===== src/inc/ais_regs.svh =====
// Register map, field positions, reset values and codes of the input and reference select.
// Notes on behaviour
// - A 5-bit channel code in bits 4:0 picks the input; 11011 temp, 11111 ground.
// - Inputs are port pins, temp sensor, battery, core supply, main supply or ground.
// - Channel register bits 7:5 read as zero and ignore writes.
// - The temp sensor enable bit switches the sensor; disabled it is high impedance.
// - A 10-bit factory offset is held; bits 9:2 read from offset high register.
// - Offset bits 1:0 read in bits 7:6 of the offset low register.
// - Offset low bits 5:0 always read zero and ignore writes.
// - Ground reference is either the device ground pin or the analog ground pin.
// - With source code 11 the high-speed reference powers up and down on its own.
// - The high-speed reference stays in low power whenever no conversion runs.
// - The precision reference is on and used when output enable is 1 and source 00.
// - Source code 01 selects the main supply, code 10 the 1.8 V core supply.
// - The reference source code sits in bits 4:3 of reference control.
// - Reference control bit 5 picks ground pin at 0, analog ground pin at 1.
`ifndef AIS_REGS_SVH
`define AIS_REGS_SVH

`define AIS_TEMP_OFFSET_LOW_ADDR 8'h85
`define AIS_TEMP_OFFSET_HIGH_ADDR 8'h86
`define AIS_INPUT_CHANNEL_SELECT_ADDR 8'hBB
`define AIS_MUX_STATUS_ADDR 8'hBC
`define AIS_REFERENCE_CONTROL_ADDR 8'hD1

`define AIS_CHAN_MSB 4
`define AIS_CHAN_LSB 0
`define AIS_CHAN_RESET 5'h1F

`define AIS_REF_GND_BIT 5
`define AIS_REF_SRC_MSB 4
`define AIS_REF_SRC_LSB 3
`define AIS_TEMP_EN_BIT 2
`define AIS_REF_OE_BIT 0
`define AIS_REF_GND_RESET 1'h0
`define AIS_REF_SRC_RESET 2'h3
`define AIS_TEMP_EN_RESET 1'h0
`define AIS_REF_OE_RESET 1'h0

`define AIS_OFS_LOW_MSB 7
`define AIS_OFS_LOW_LSB 6

`define AIS_STAT_RSVD_BIT 0
`define AIS_STAT_UNPREP_BIT 1
`define AIS_STAT_HS_BIT 2
`define AIS_STAT_TEMP_OFF_BIT 3

`define AIS_CODE_LAST_PIN 5'h0E
`define AIS_CODE_TEMP 5'h1B
`define AIS_CODE_VBAT 5'h1C
`define AIS_CODE_VREG 5'h1D
`define AIS_CODE_VDD 5'h1E
`define AIS_CODE_GND 5'h1F

`define AIS_SRC_PIN 2'h0
`define AIS_SRC_HS 2'h3

`endif


===== src/inc/ais_pkg.sv =====
// Types shared by the input and reference select modules.
package ais_pkg;

  typedef enum logic [2:0] {
    AIS_IN_PIN,
    AIS_IN_TEMP,
    AIS_IN_VBAT,
    AIS_IN_VREG,
    AIS_IN_VDD,
    AIS_IN_GND,
    AIS_IN_RSVD
  } ais_input_t;

  typedef enum logic [1:0] {
    AIS_REF_PIN,
    AIS_REF_VDD,
    AIS_REF_CORE,
    AIS_REF_HS
  } ais_ref_src_t;

  typedef enum logic {
    AIS_HS_SLEEP,
    AIS_HS_AWAKE
  } ais_hs_state_t;

  typedef struct packed {
    ais_hs_state_t hs_state;
    logic prec_on;
    ais_ref_src_t ref_sel;
  } ais_ref_st_t;

  typedef struct packed {
    logic [4:0] chan;
    logic gnd_sel;
    logic [1:0] ref_src;
    logic temp_en;
    logic ref_oe;
    logic temp_unprep;
    logic [7:0] rdata;
    ais_input_t in_class;
    logic rsvd;
    logic gnd_pin_on;
    logic temp_on;
    logic hs_on;
    logic prec_on;
    ais_ref_src_t ref_sel;
  } ais_top_st_t;

endpackage


===== src/inc/ais_ref_if.sv =====
// Link between the register side and the reference control.
`timescale 1ns/1ps

interface ais_ref_if;
  import ais_pkg::*;
  logic [1:0] ref_src;
  logic ref_oe;
  logic conv_active;
  logic hs_ref_on;
  logic prec_ref_on;
  ais_ref_src_t ref_sel;

  modport regs (
    output ref_src,
    output ref_oe,
    output conv_active,
    input hs_ref_on,
    input prec_ref_on,
    input ref_sel
  );

  modport core (
    input ref_src,
    input ref_oe,
    input conv_active,
    output hs_ref_on,
    output prec_ref_on,
    output ref_sel
  );
endinterface


===== src/design/ais_ref_ctrl.sv =====
// Reference source decode and on-demand power of the high-speed reference.
`timescale 1ns/1ps
`include "ais_regs.svh"

module ais_ref_ctrl (
  // Clock and reset.
  input wire logic clock,
  input wire logic reset_n,
  // Register side.
  ais_ref_if.core bus
);
  import ais_pkg::*;

  localparam ais_ref_st_t REF_RESET = '{
    hs_state: AIS_HS_SLEEP,
    prec_on: 1'b0,
    ref_sel: AIS_REF_HS
  };

  ais_ref_st_t st;
  ais_ref_st_t next_st;

  always_comb begin
    next_st = st;
    next_st.ref_sel = ais_ref_src_t'(bus.ref_src);
    // Precision reference runs only when it is enabled and chosen as source.
    next_st.prec_on = bus.ref_oe && (bus.ref_src == `AIS_SRC_PIN);
    case (st.hs_state)
      AIS_HS_SLEEP: begin
        if (bus.ref_src == `AIS_SRC_HS && bus.conv_active) begin
          next_st.hs_state = AIS_HS_AWAKE;
        end
      end
      AIS_HS_AWAKE: begin
        // Back to low power as soon as the conversion ends or the source moves.
        if (bus.ref_src != `AIS_SRC_HS || !bus.conv_active) begin
          next_st.hs_state = AIS_HS_SLEEP;
        end
      end
      default: begin
        next_st.hs_state = AIS_HS_SLEEP;
      end
    endcase
  end

  always_ff @(posedge clock or negedge reset_n) begin
    if (!reset_n) begin
      st <= REF_RESET;
    end else begin
      st <= next_st;
    end
  end

  assign bus.hs_ref_on = (st.hs_state == AIS_HS_AWAKE);
  assign bus.prec_ref_on = st.prec_on;
  assign bus.ref_sel = st.ref_sel;
endmodule


===== src/design/ais_top.sv =====
// Register file and input multiplexer control of the converter front end.
//
// Decided for this implementation: the strobed register port.
`timescale 1ns/1ps
`include "ais_regs.svh"

module ais_top #(
  parameter logic [9:0] FACTORY_TEMP_OFFSET = 10'h000
) (
  // Clock and reset.
  input wire logic clock,
  input wire logic reset_n,
  // Register port.
  input wire logic [7:0] address,
  input wire logic [7:0] write_data,
  input wire logic write_strobe,
  input wire logic read_strobe,
  output logic [7:0] read_data,
  // Converter sequencer.
  input wire logic conversion_active,
  // Analog input multiplexer.
  output logic [4:0] analog_input_selector,
  output ais_pkg::ais_input_t input_class,
  output logic channel_reserved,
  output logic temp_sensor_enable,
  // Ground and voltage reference.
  output logic analog_ground_select,
  output ais_pkg::ais_ref_src_t reference_source,
  output logic precision_ref_enable,
  output logic hs_ref_enable
);
  import ais_pkg::*;

  localparam ais_top_st_t TOP_RESET = '{
    chan: `AIS_CHAN_RESET,
    gnd_sel: `AIS_REF_GND_RESET,
    ref_src: `AIS_REF_SRC_RESET,
    temp_en: `AIS_TEMP_EN_RESET,
    ref_oe: `AIS_REF_OE_RESET,
    temp_unprep: 1'b0,
    rdata: 8'h00,
    in_class: AIS_IN_GND,
    rsvd: 1'b0,
    gnd_pin_on: 1'b0,
    temp_on: 1'b0,
    hs_on: 1'b0,
    prec_on: 1'b0,
    ref_sel: AIS_REF_HS
  };

  ais_top_st_t st;
  ais_top_st_t next_st;

  ais_ref_if ref_bus ();

  ais_ref_ctrl u_ref_ctrl (
    .clock(clock),
    .reset_n(reset_n),
    .bus(ref_bus.core)
  );

  // Maps a channel code onto the kind of source that the multiplexer connects.
  function automatic ais_input_t decode_input(input logic [4:0] code);
    ais_input_t cls;
    case (code)
      `AIS_CODE_TEMP: begin
        cls = AIS_IN_TEMP;
      end
      `AIS_CODE_VBAT: begin
        cls = AIS_IN_VBAT;
      end
      `AIS_CODE_VREG: begin
        cls = AIS_IN_VREG;
      end
      `AIS_CODE_VDD: begin
        cls = AIS_IN_VDD;
      end
      `AIS_CODE_GND: begin
        cls = AIS_IN_GND;
      end
      default: begin
        // Pin codes run from zero to the last pin; the rest are reserved.
        if (code <= `AIS_CODE_LAST_PIN) begin
          cls = AIS_IN_PIN;
        end else begin
          cls = AIS_IN_RSVD;
        end
      end
    endcase
    return cls;
  endfunction

  // Builds the reference control image with unused bits at zero.
  function automatic logic [7:0] ref_image(input ais_top_st_t s);
    logic [7:0] img;
    img = 8'h00;
    img[`AIS_REF_GND_BIT] = s.gnd_sel;
    img[`AIS_REF_SRC_MSB:`AIS_REF_SRC_LSB] = s.ref_src;
    img[`AIS_TEMP_EN_BIT] = s.temp_en;
    img[`AIS_REF_OE_BIT] = s.ref_oe;
    return img;
  endfunction

  // Builds the status image from live state.
  function automatic logic [7:0] status_image(input ais_top_st_t s);
    logic [7:0] img;
    img = 8'h00;
    img[`AIS_STAT_RSVD_BIT] = s.rsvd;
    img[`AIS_STAT_UNPREP_BIT] = s.temp_unprep;
    img[`AIS_STAT_HS_BIT] = s.hs_on;
    img[`AIS_STAT_TEMP_OFF_BIT] = (s.in_class == AIS_IN_TEMP) && !s.temp_en;
    return img;
  endfunction

  // Returns the read value of one address; unmapped addresses read zero.
  function automatic logic [7:0] read_image(
    input logic [7:0] addr,
    input ais_top_st_t s
  );
    logic [7:0] val;
    val = 8'h00;
    case (addr)
      `AIS_INPUT_CHANNEL_SELECT_ADDR: begin
        val[`AIS_CHAN_MSB:`AIS_CHAN_LSB] = s.chan;
      end
      `AIS_TEMP_OFFSET_HIGH_ADDR: begin
        val = FACTORY_TEMP_OFFSET[9:2];
      end
      `AIS_TEMP_OFFSET_LOW_ADDR: begin
        val[`AIS_OFS_LOW_MSB:`AIS_OFS_LOW_LSB] = FACTORY_TEMP_OFFSET[1:0];
      end
      `AIS_REFERENCE_CONTROL_ADDR: begin
        val = ref_image(s);
      end
      `AIS_MUX_STATUS_ADDR: begin
        val = status_image(s);
      end
      default: begin
        val = 8'h00;
      end
    endcase
    return val;
  endfunction

  // The reference side sees the stored fields and the live conversion state.
  assign ref_bus.ref_src = st.ref_src;
  assign ref_bus.ref_oe = st.ref_oe;
  assign ref_bus.conv_active = conversion_active;

  always_comb begin
    next_st = st;
    // Read data stands for one cycle only.
    next_st.rdata = 8'h00;

    if (write_strobe) begin
      case (address)
        `AIS_INPUT_CHANNEL_SELECT_ADDR: begin
          // Upper bits of the write are dropped.
          next_st.chan = write_data[`AIS_CHAN_MSB:`AIS_CHAN_LSB];
          // Entering the sensor straight from a live channel is recorded.
          if (write_data[`AIS_CHAN_MSB:`AIS_CHAN_LSB] == `AIS_CODE_TEMP
              && st.chan != `AIS_CODE_GND
              && st.chan != `AIS_CODE_TEMP) begin
            next_st.temp_unprep = 1'b1;
          end
        end
        `AIS_REFERENCE_CONTROL_ADDR: begin
          next_st.gnd_sel = write_data[`AIS_REF_GND_BIT];
          next_st.ref_src = write_data[`AIS_REF_SRC_MSB:`AIS_REF_SRC_LSB];
          next_st.temp_en = write_data[`AIS_TEMP_EN_BIT];
          next_st.ref_oe = write_data[`AIS_REF_OE_BIT];
        end
        `AIS_MUX_STATUS_ADDR: begin
          // Writing one clears the record of a skipped ground step.
          if (write_data[`AIS_STAT_UNPREP_BIT]) begin
            next_st.temp_unprep = 1'b0;
          end
        end
        default: begin
          // Offset registers are read only and other addresses take nothing.
          next_st.chan = st.chan;
        end
      endcase
    end

    if (read_strobe) begin
      next_st.rdata = read_image(address, st);
    end

    // Multiplexer outputs follow the stored code on the same edge.
    next_st.in_class = decode_input(next_st.chan);
    next_st.rsvd = (next_st.in_class == AIS_IN_RSVD);

    // The sensor is driven only while its enable bit is set.
    next_st.temp_on = next_st.temp_en;

    next_st.hs_on = ref_bus.hs_ref_on;
    next_st.prec_on = ref_bus.prec_ref_on;
    next_st.ref_sel = ref_bus.ref_sel;

    // The analog ground pin is left out while sampling the sensor and
    // while the high-speed reference is converting, which use chip ground.
    next_st.gnd_pin_on = next_st.gnd_sel
      && (next_st.in_class != AIS_IN_TEMP)
      && !(ref_bus.hs_ref_on && conversion_active);
  end

  always_ff @(posedge clock or negedge reset_n) begin
    if (!reset_n) begin
      st <= TOP_RESET;
    end else begin
      st <= next_st;
    end
  end

  assign read_data = st.rdata;
  assign analog_input_selector = st.chan;
  assign input_class = st.in_class;
  assign channel_reserved = st.rsvd;
  assign temp_sensor_enable = st.temp_on;
  assign analog_ground_select = st.gnd_pin_on;
  assign reference_source = st.ref_sel;
  assign precision_ref_enable = st.prec_on;
  assign hs_ref_enable = st.hs_on;
endmodule


===== config.mk =====
export PLATFORM = sky130hd
export DESIGN_NAME = ais_top
export DESIGN_NICKNAME = d
export VERILOG_FILES = /design/src/inc/ais_pkg.sv /design/src/inc/ais_ref_if.sv /design/src/design/ais_ref_ctrl.sv /design/src/design/ais_top.sv
export VERILOG_INCLUDE_DIRS = /design/src /design/src/inc
export SDC_FILE = /design/constraint.sdc
export NUM_CORES = 1
export LEC_CHECK = 0
export BUFFER_PORTS_ARGS = -buffer_cell sky130_fd_sc_hd__buf_2
export CORE_MARGIN = 2
export CORE_UTILIZATION = 40
export CTS_BUF_LIST = sky130_fd_sc_hd__clkbuf_4 sky130_fd_sc_hd__clkbuf_8
export CTS_CLUSTER_DIAMETER = 100
export DETAILED_ROUTE_END_ITERATION = 8
export SYNTH_ARGS = -nofsm -noshare
export SYNTH_HDL_FRONTEND = slang
export SYNTH_HIERARCHICAL = 1
export SYNTH_SLANG_ARGS = --single-unit

===== constraint.sdc =====
create_clock -name clock -period 2.2 [get_ports clock]
set_clock_uncertainty 0.1 [all_clocks]
set_input_delay 0 -clock clock [delete_from_list [all_inputs] [get_ports clock]]
set_output_delay 0 -clock clock [all_outputs]
set_load 0.02 [all_outputs]

==> impl_metrics.yaml, run 1 <==
floorplan:
  ios: 44
  initial_core_util_pct: 41.9
  die_x_um: 66.1
  chipHeight_um: 66.1
  die_area_um2: 4370
  core_um2: 3690
  rows: 22
setup_path:
  path_max_fanout: 7
  endpoint_kind: "flop"
  rrSetupSlack_ns: 0.69
  critPathSlowestCell: "dlygate4sd3_1"
  cp_num_buf_inv: 3
  crit_top_cell: "dlygate4sd3_1"
  crit_type: "in -> reg"
  crit_arrival_ns: 2.00
  worst_setup_path_start_kind: "input port"
  cpPeakStageDelay_ns: 0.55
  worstPathRequired_ns: 2.31
  crit_family: "buffers and inverters"
  crit_chain: "dlygate4sd3_1 -> buf_2 -> and4b_1 -> nand3_2 -> nand2_1 -> o21ai_0 -> dlygate4sd3_1"
grt:
  grt_max_degree: 31
  grt_pass1_vias: 1010
  overflow: 0
  grt_antenna_before_repair: 0
  grtUsageTotal_pct: 15.8
  grt_pass1_wl_um: 5000
placement:
  routabilityCongestion: 0.799
  post-dp-hpwl_um: 2210
  portBuffers: 39
  place_inst: 202
layout:
  nFillCells: 357
  finalCoreUtilization_pct: 51.5
  final_common_cell: "buf_2"
  drive_gt1_share_pct: 45.1
  diodes: 0
  final_nets: 195
  fin_cells: 223
  mostFrequentLayoutCells: "buf_2 (39), dfrtp_1 (17), dfstp_2 (13), dlygate4sd3_1 (13), mux2_2 (8)"
  area_growth_pct: 23.0
pwr:
  ir_drop_mv: 0.359
  p_leak_nw: 0.923
  p_per_area_nw_per_um2: 677
sta:
  tightest_slew_ns: 0.628
  finalSetupTns_ns: 0
  relSlewSlack_pct: 58.1
  setup_viol: 0
  rsz0062_at_grt: "false"
  fin_hold_ws_ns: 0.136
  fin_crit_sh_pct: 85.9
  finalMaxSlewViolations: 0
  max_freq_ghz: 0.529
  hold_violations: 0
  period_needed_ns: 1.89
status:
  status: "finished clean"
cts:
  clock-sinks: 30
  htree_levels: 2
  clk_pin_slew_ns: 0.06
  cts.path.max_buffers: 2
  cts_tree: "yes"
  post_cts_buffers: 0
  clk_latency_ns: 0.28
  cts_root_buffer: "clkbuf_8"
  cts_buffers: 5
route:
  drcViolationCount: 0
  vias: 1106
  antenna_left: 0
  first_pass_iters: 4
  avgRoutedWirePerCell_um: 13.6
  drtIter0Drc: 47
  post_drt_via_cell_ratio: 4.96
  drt-total-wl_um: 3030
logic_synthesis:
  syn-cell-area_um2: 1540
  synth.distinct_cells: 40
  synth-seq-cells: 30
  synth_area_per_cell_um2: 11.5
  seq_area_frac_synth_pct: 49.7
  synth_warnings: 6
  synth_edf_count: 0
  async_flop_share_pct: 100
  syn_inst: 134
  yosys-top-cells-area: "dfrtp_1 (28%), dfstp_2 (22%), buf_4 (9.7%), mux2_2 (5.8%), mux2i_1 (3.2%)"
  synth_top_area_share_pct: 27.6
  yosysTopAreaCell: "dfrtp_1"
  synth_flop_cell: "dfrtp_1"
job:
  maxCapViolations: 0
hold_path:
  hold_class: "in -> reg"
## sequential cells by signal (all words and copies together), names as in the netlist, 2 cells and up
| register | flops |
|---|---|
| input_class | 3 |
| u_ref_ctrl/bus.ref_sel | 2 |
| reference_source | 2 |
| ref_bus.ref_src | 2 |
| analog_input_selector | 5 |
| st | 2 |
| read_data | 6 |
## worst reg2reg max path, cell delays in order, from the launching register on
cell and delay (ns):
dfstp_2 0.60, a21oi_1 0.08, o21ai_0 0.16, mux2i_1 0.12, o32a_1 0.37
## worst paths after layout
kind                                       startpoint                    to  depth (start not counted)
max in group asynchronous                     reset_n        input_class[1]                          2
max reg2reg                  analog_input_selector[0]        input_class[2]                          4
min reg2reg                u_ref_ctrl/bus.prec_ref_on  precision_ref_enable                          0
min                                        address[4]                st[18]                          5
min in group asynchronous                     reset_n          read_data[3]                          2
max                                        address[0]    ref_bus.ref_src[0]                          7
## where the power goes
part	switching, W	leakage, nW	internal [W]
Clock	0.000191	0.0619	0.000381
Combinational	0.0000659	0.491	0.0000537
Sequential	0.0000167	0.370	0.000577
Total	0.000274	0.923	0.00101
## timing repair
item	in CTS	in global routing
endpoints found under the hold margin	34	0
hold buffers	13	0
gates resized for setup	0	0
## cell families after synthesis
family | synth area share [%]
flip-flops | 49.7
AND/OR/NAND/NOR | 16.3
buffers and inverters | 11.7
other | 0.243
AO/OA/AOI/OAI | 12.1
multiplexers | 10.0
## area by class of cell
cell class              instances  area, um2  area share (%)
multi-input cells              79        601            31.6
clock inverters                 1       30.0            1.58
inverters                       5       18.8           0.988
clock buffers                   7       90.1            4.74
well taps                      48       60.1            3.16
flip-flops and latches         30        767            40.4
repair buffers                 53        333            17.5
## layer usage
metal / track usage, % / vias to the layer above / wire length, um
met5: 0 / - / 0
met4: 8.42 / 0 / 72
met3: 4.60 / 7 / 170
met2: 25.4 / 34 / 1430
met1: 19.1 / 524 / 1350
li1: - / 541 / -
## cell usage after synthesis, drive strengths merged, types with 2 or more instances
master   n
buf     21
dfrtp   17
dfstp   13
mux2     9
nand2    7
nor2     7
nand3    6
inv      5
mux2i    5
o21ai    5
a22oi    4
a21oi    3
a22o     3
and3     3
and4b    2
nand2b   2
nand3b   2
nor3     2
nor3b    2
nor4b    2
o211ai   2
## stage by stage
stage / setup slack [ns] / total power, W / instance area, um2
finish: 0.311 / 0.00129 / 1900
global placement: 0.582 / 0.000703 / 1650
floorplan: 0.837 / 0.000661 / 1550
CTS: 0.336 / 0.00130 / 1900
detailed placement: 0.535 / 0.000706 / 1650
global route: 0.128 / 0.00134 / 1900
No activity file was read; power rests on OpenSTA's default activity.
==> run 2: changes to the inputs <==
==> constraint.sdc (replaced) <==
create_clock -name clock -period 2.33 [get_ports clock]
set_clock_uncertainty 0.1 [all_clocks]
set_input_delay 0 -clock clock [delete_from_list [all_inputs] [get_ports clock]]
set_output_delay 0 -clock clock [all_outputs]
set_load 0.02 [all_outputs]
==> run 2 against run 1 <==
  * First-iteration DRC count decreased by 38%
  * Sequential share of layout area increased by 1.1 points
  * Utilization decreased by 1.4 points
  * Die area unchanged
  * Sequential power decreased by 5.6%
  * Setup slack improved by 0.17 ns
  * Critical path depth decreased by 1
  * Worst hold slack got worse by 0.13 ns
==> impl_metrics.yaml, run 2 (synthesized netlist as in run 1, its figures left out) <==
status:
  status: "finished clean"
floorplan:
  rows: 22
  ios: 44
  die_area_um2: 4370
  initial_core_util_pct: 41.9
  core_um2: 3690
  chipHeight_um: 66.1
  die_x_um: 66.1
grt:
  grt_antenna_before_repair: 0
  grt_pass1_vias: 1085
  overflow: 0
  grt_max_degree: 31
  grt_pass1_wl_um: 5180
  grtUsageTotal_pct: 16.3
route:
  drt-total-wl_um: 3110
  vias: 1109
  drtIter0Drc: 29
  antenna_left: 0
  avgRoutedWirePerCell_um: 14.2
  drcViolationCount: 0
  first_pass_iters: 4
  post_drt_via_cell_ratio: 5.04
job:
  maxCapViolations: 0
sta:
  fin_crit_sh_pct: 79.6
  hold_violations: 0
  max_freq_ghz: 0.539
  rsz0062_at_grt: "false"
  finalMaxSlewViolations: 0
  finalSetupTns_ns: 0
  setup_viol: 0
  setup_ws_ns: 0.476
  relSlewSlack_pct: 57.9
  period_needed_ns: 1.85
  tightest_slew_ns: 0.631
pwr:
  power_frac_seq_pct: 51.3
  p_per_area_nw_per_um2: 592
  combinationalPowerShare_pct: 10.0
  clkPwrFrac_pct: 38.7
  p_leak_nw: 0.897
  p_sw_w: 0.000252
  p_int_w: 0.000842
  ir_drop_mv: 0.372
  p_sw_share_pct: 23.0
setup_path:
  crit_type: "in -> reg"
  cpPeakStageDelay_ns: 0.52
  crit_arrival_ns: 1.92
  worstPathRequired_ns: 2.40
  critPathSlowestCell: "dlygate4sd3_1"
  crit_family: "buffers and inverters"
  cp_num_buf_inv: 2
  path_max_fanout: 15
  endpoint_kind: "flop"
  worst_setup_path_start_kind: "input port"
  crit_chain: "dlygate4sd3_1 -> buf_2 -> and4b_1 -> nand3_4 -> mux2i_1 -> a2bb2o_4"
layout:
  mostFrequentLayoutCells: "buf_2 (39), dfrtp_1 (17), dfstp_2 (13)"
  area_growth_pct: 19.6
  diodes: 0
  final_common_cell: "buf_2"
  fin_area_um2: 1850
  fin_cells: 220
  final_nets: 192
  drive_gt1_share_pct: 45.3
  nFillCells: 354
  finalCoreUtilization_pct: 50.1
  largest_reg_flops: 6
cts:
  cts.path.max_buffers: 2
  cts_buffers: 5
  htree_levels: 2
  clock-sinks: 30
  cts_tree: "yes"
  clk_pin_slew_ns: 0.06
  post_cts_buffers: 0
  cts_root_buffer: "clkbuf_8"
  clk_latency_ns: 0.28
placement:
  placed_area_um2: 1640
  portBuffers: 39
  routabilityCongestion: 0.803
  dp_slack_ns: 0.669
  post-dp-hpwl_um: 2290
  place_inst: 201
hold_path:
  hold_class: "in -> reg"
-- run 2: changes by cell type in the layout (fill, tap and decap cells not counted), sizes merged --
cell / before / now
dlygate4sd3: 13 / 11
bufinv: 1 / 0
buf: 40 / 39
clkinv: 0 / 1
-- run 2: worst reg2reg max path, delay by kind of cell (launching register included) --
kind               cells  cell delay [ns]
AOI/OAI and AO/OA      3             0.60
DFF                    1             0.61
muxes                  1             0.12
-- run 2: worst paths after layout --
kind                            slack [ns]                        to  depth (start not counted)                       from
worst min-delay path                 0.002  analog_input_selector[1]                          3              write_data[1]
max in group asynchronous             1.54        temp_sensor_enable                          2                    reset_n
min in group asynchronous             0.18                    st[23]                          2                    reset_n
worst max-delay path                  0.48            input_class[1]                          6                 address[0]
worst max register to register        0.80            input_class[2]                          4   analog_input_selector[0]
worst min register to register        0.26       reference_source[0]                          0  u_ref_ctrl/bus.ref_sel[0]
-- run 2: through the flow --
step	power (W)	hold slack (ns)
6_report	0.00109	0.00161
5_1_grt	0.00115	0.0353
4_1_cts	0.00111	0.00861
3_5_place_dp	0.000667	-0.0463
3_3_place_gp	0.000663	-0.0523
2_1_floorplan	0.000624	-0.396
-- run 2: layout make-up --
cell class,instances,area (um2),share of cell area [%]
repair buffers,50,305,16.5
clock buffers,7,90.1,4.88
well taps,48,60.1,3.25
inverters,5,18.8,1.02
multi-input cells,79,601,32.5
flip-flops and latches,30,767,41.5
clock inverters,1,5.00,0.271
-- run 2: what timing repair did --
| item | in CTS | in global routing |
|---|---|---|
| hold buffers | 11 | 0 |
| setup endpoints to repair | 0 | 0 |
| endpoints found under the hold margin | 31 | 0 |
| gates resized for setup | 0 | 0 |
-- run 2: layer usage --
metal / GRT usage [%] / share of wire [%] / vias up
met4: 5.36 / 1.5 / 0
li1: - / - / 534
met2: 27.5 / 51 / 35
met5: 0 / 0 / -
met1: 19.3 / 42 / 533
met3: 5.62 / 5.8 / 7
-- run 2: power by group through the flow --
stage,Clock [W],Combinational [W],Sequential (W)
6_report,0.000423,0.000110,0.000561
5_1_grt,0.000467,0.000121,0.000564
3_5_place_dp,0,0.0000971,0.000570
4_1_cts,0.000437,0.000111,0.000561
3_3_place_gp,0,0.0000944,0.000569
2_1_floorplan,0,0.0000556,0.000568
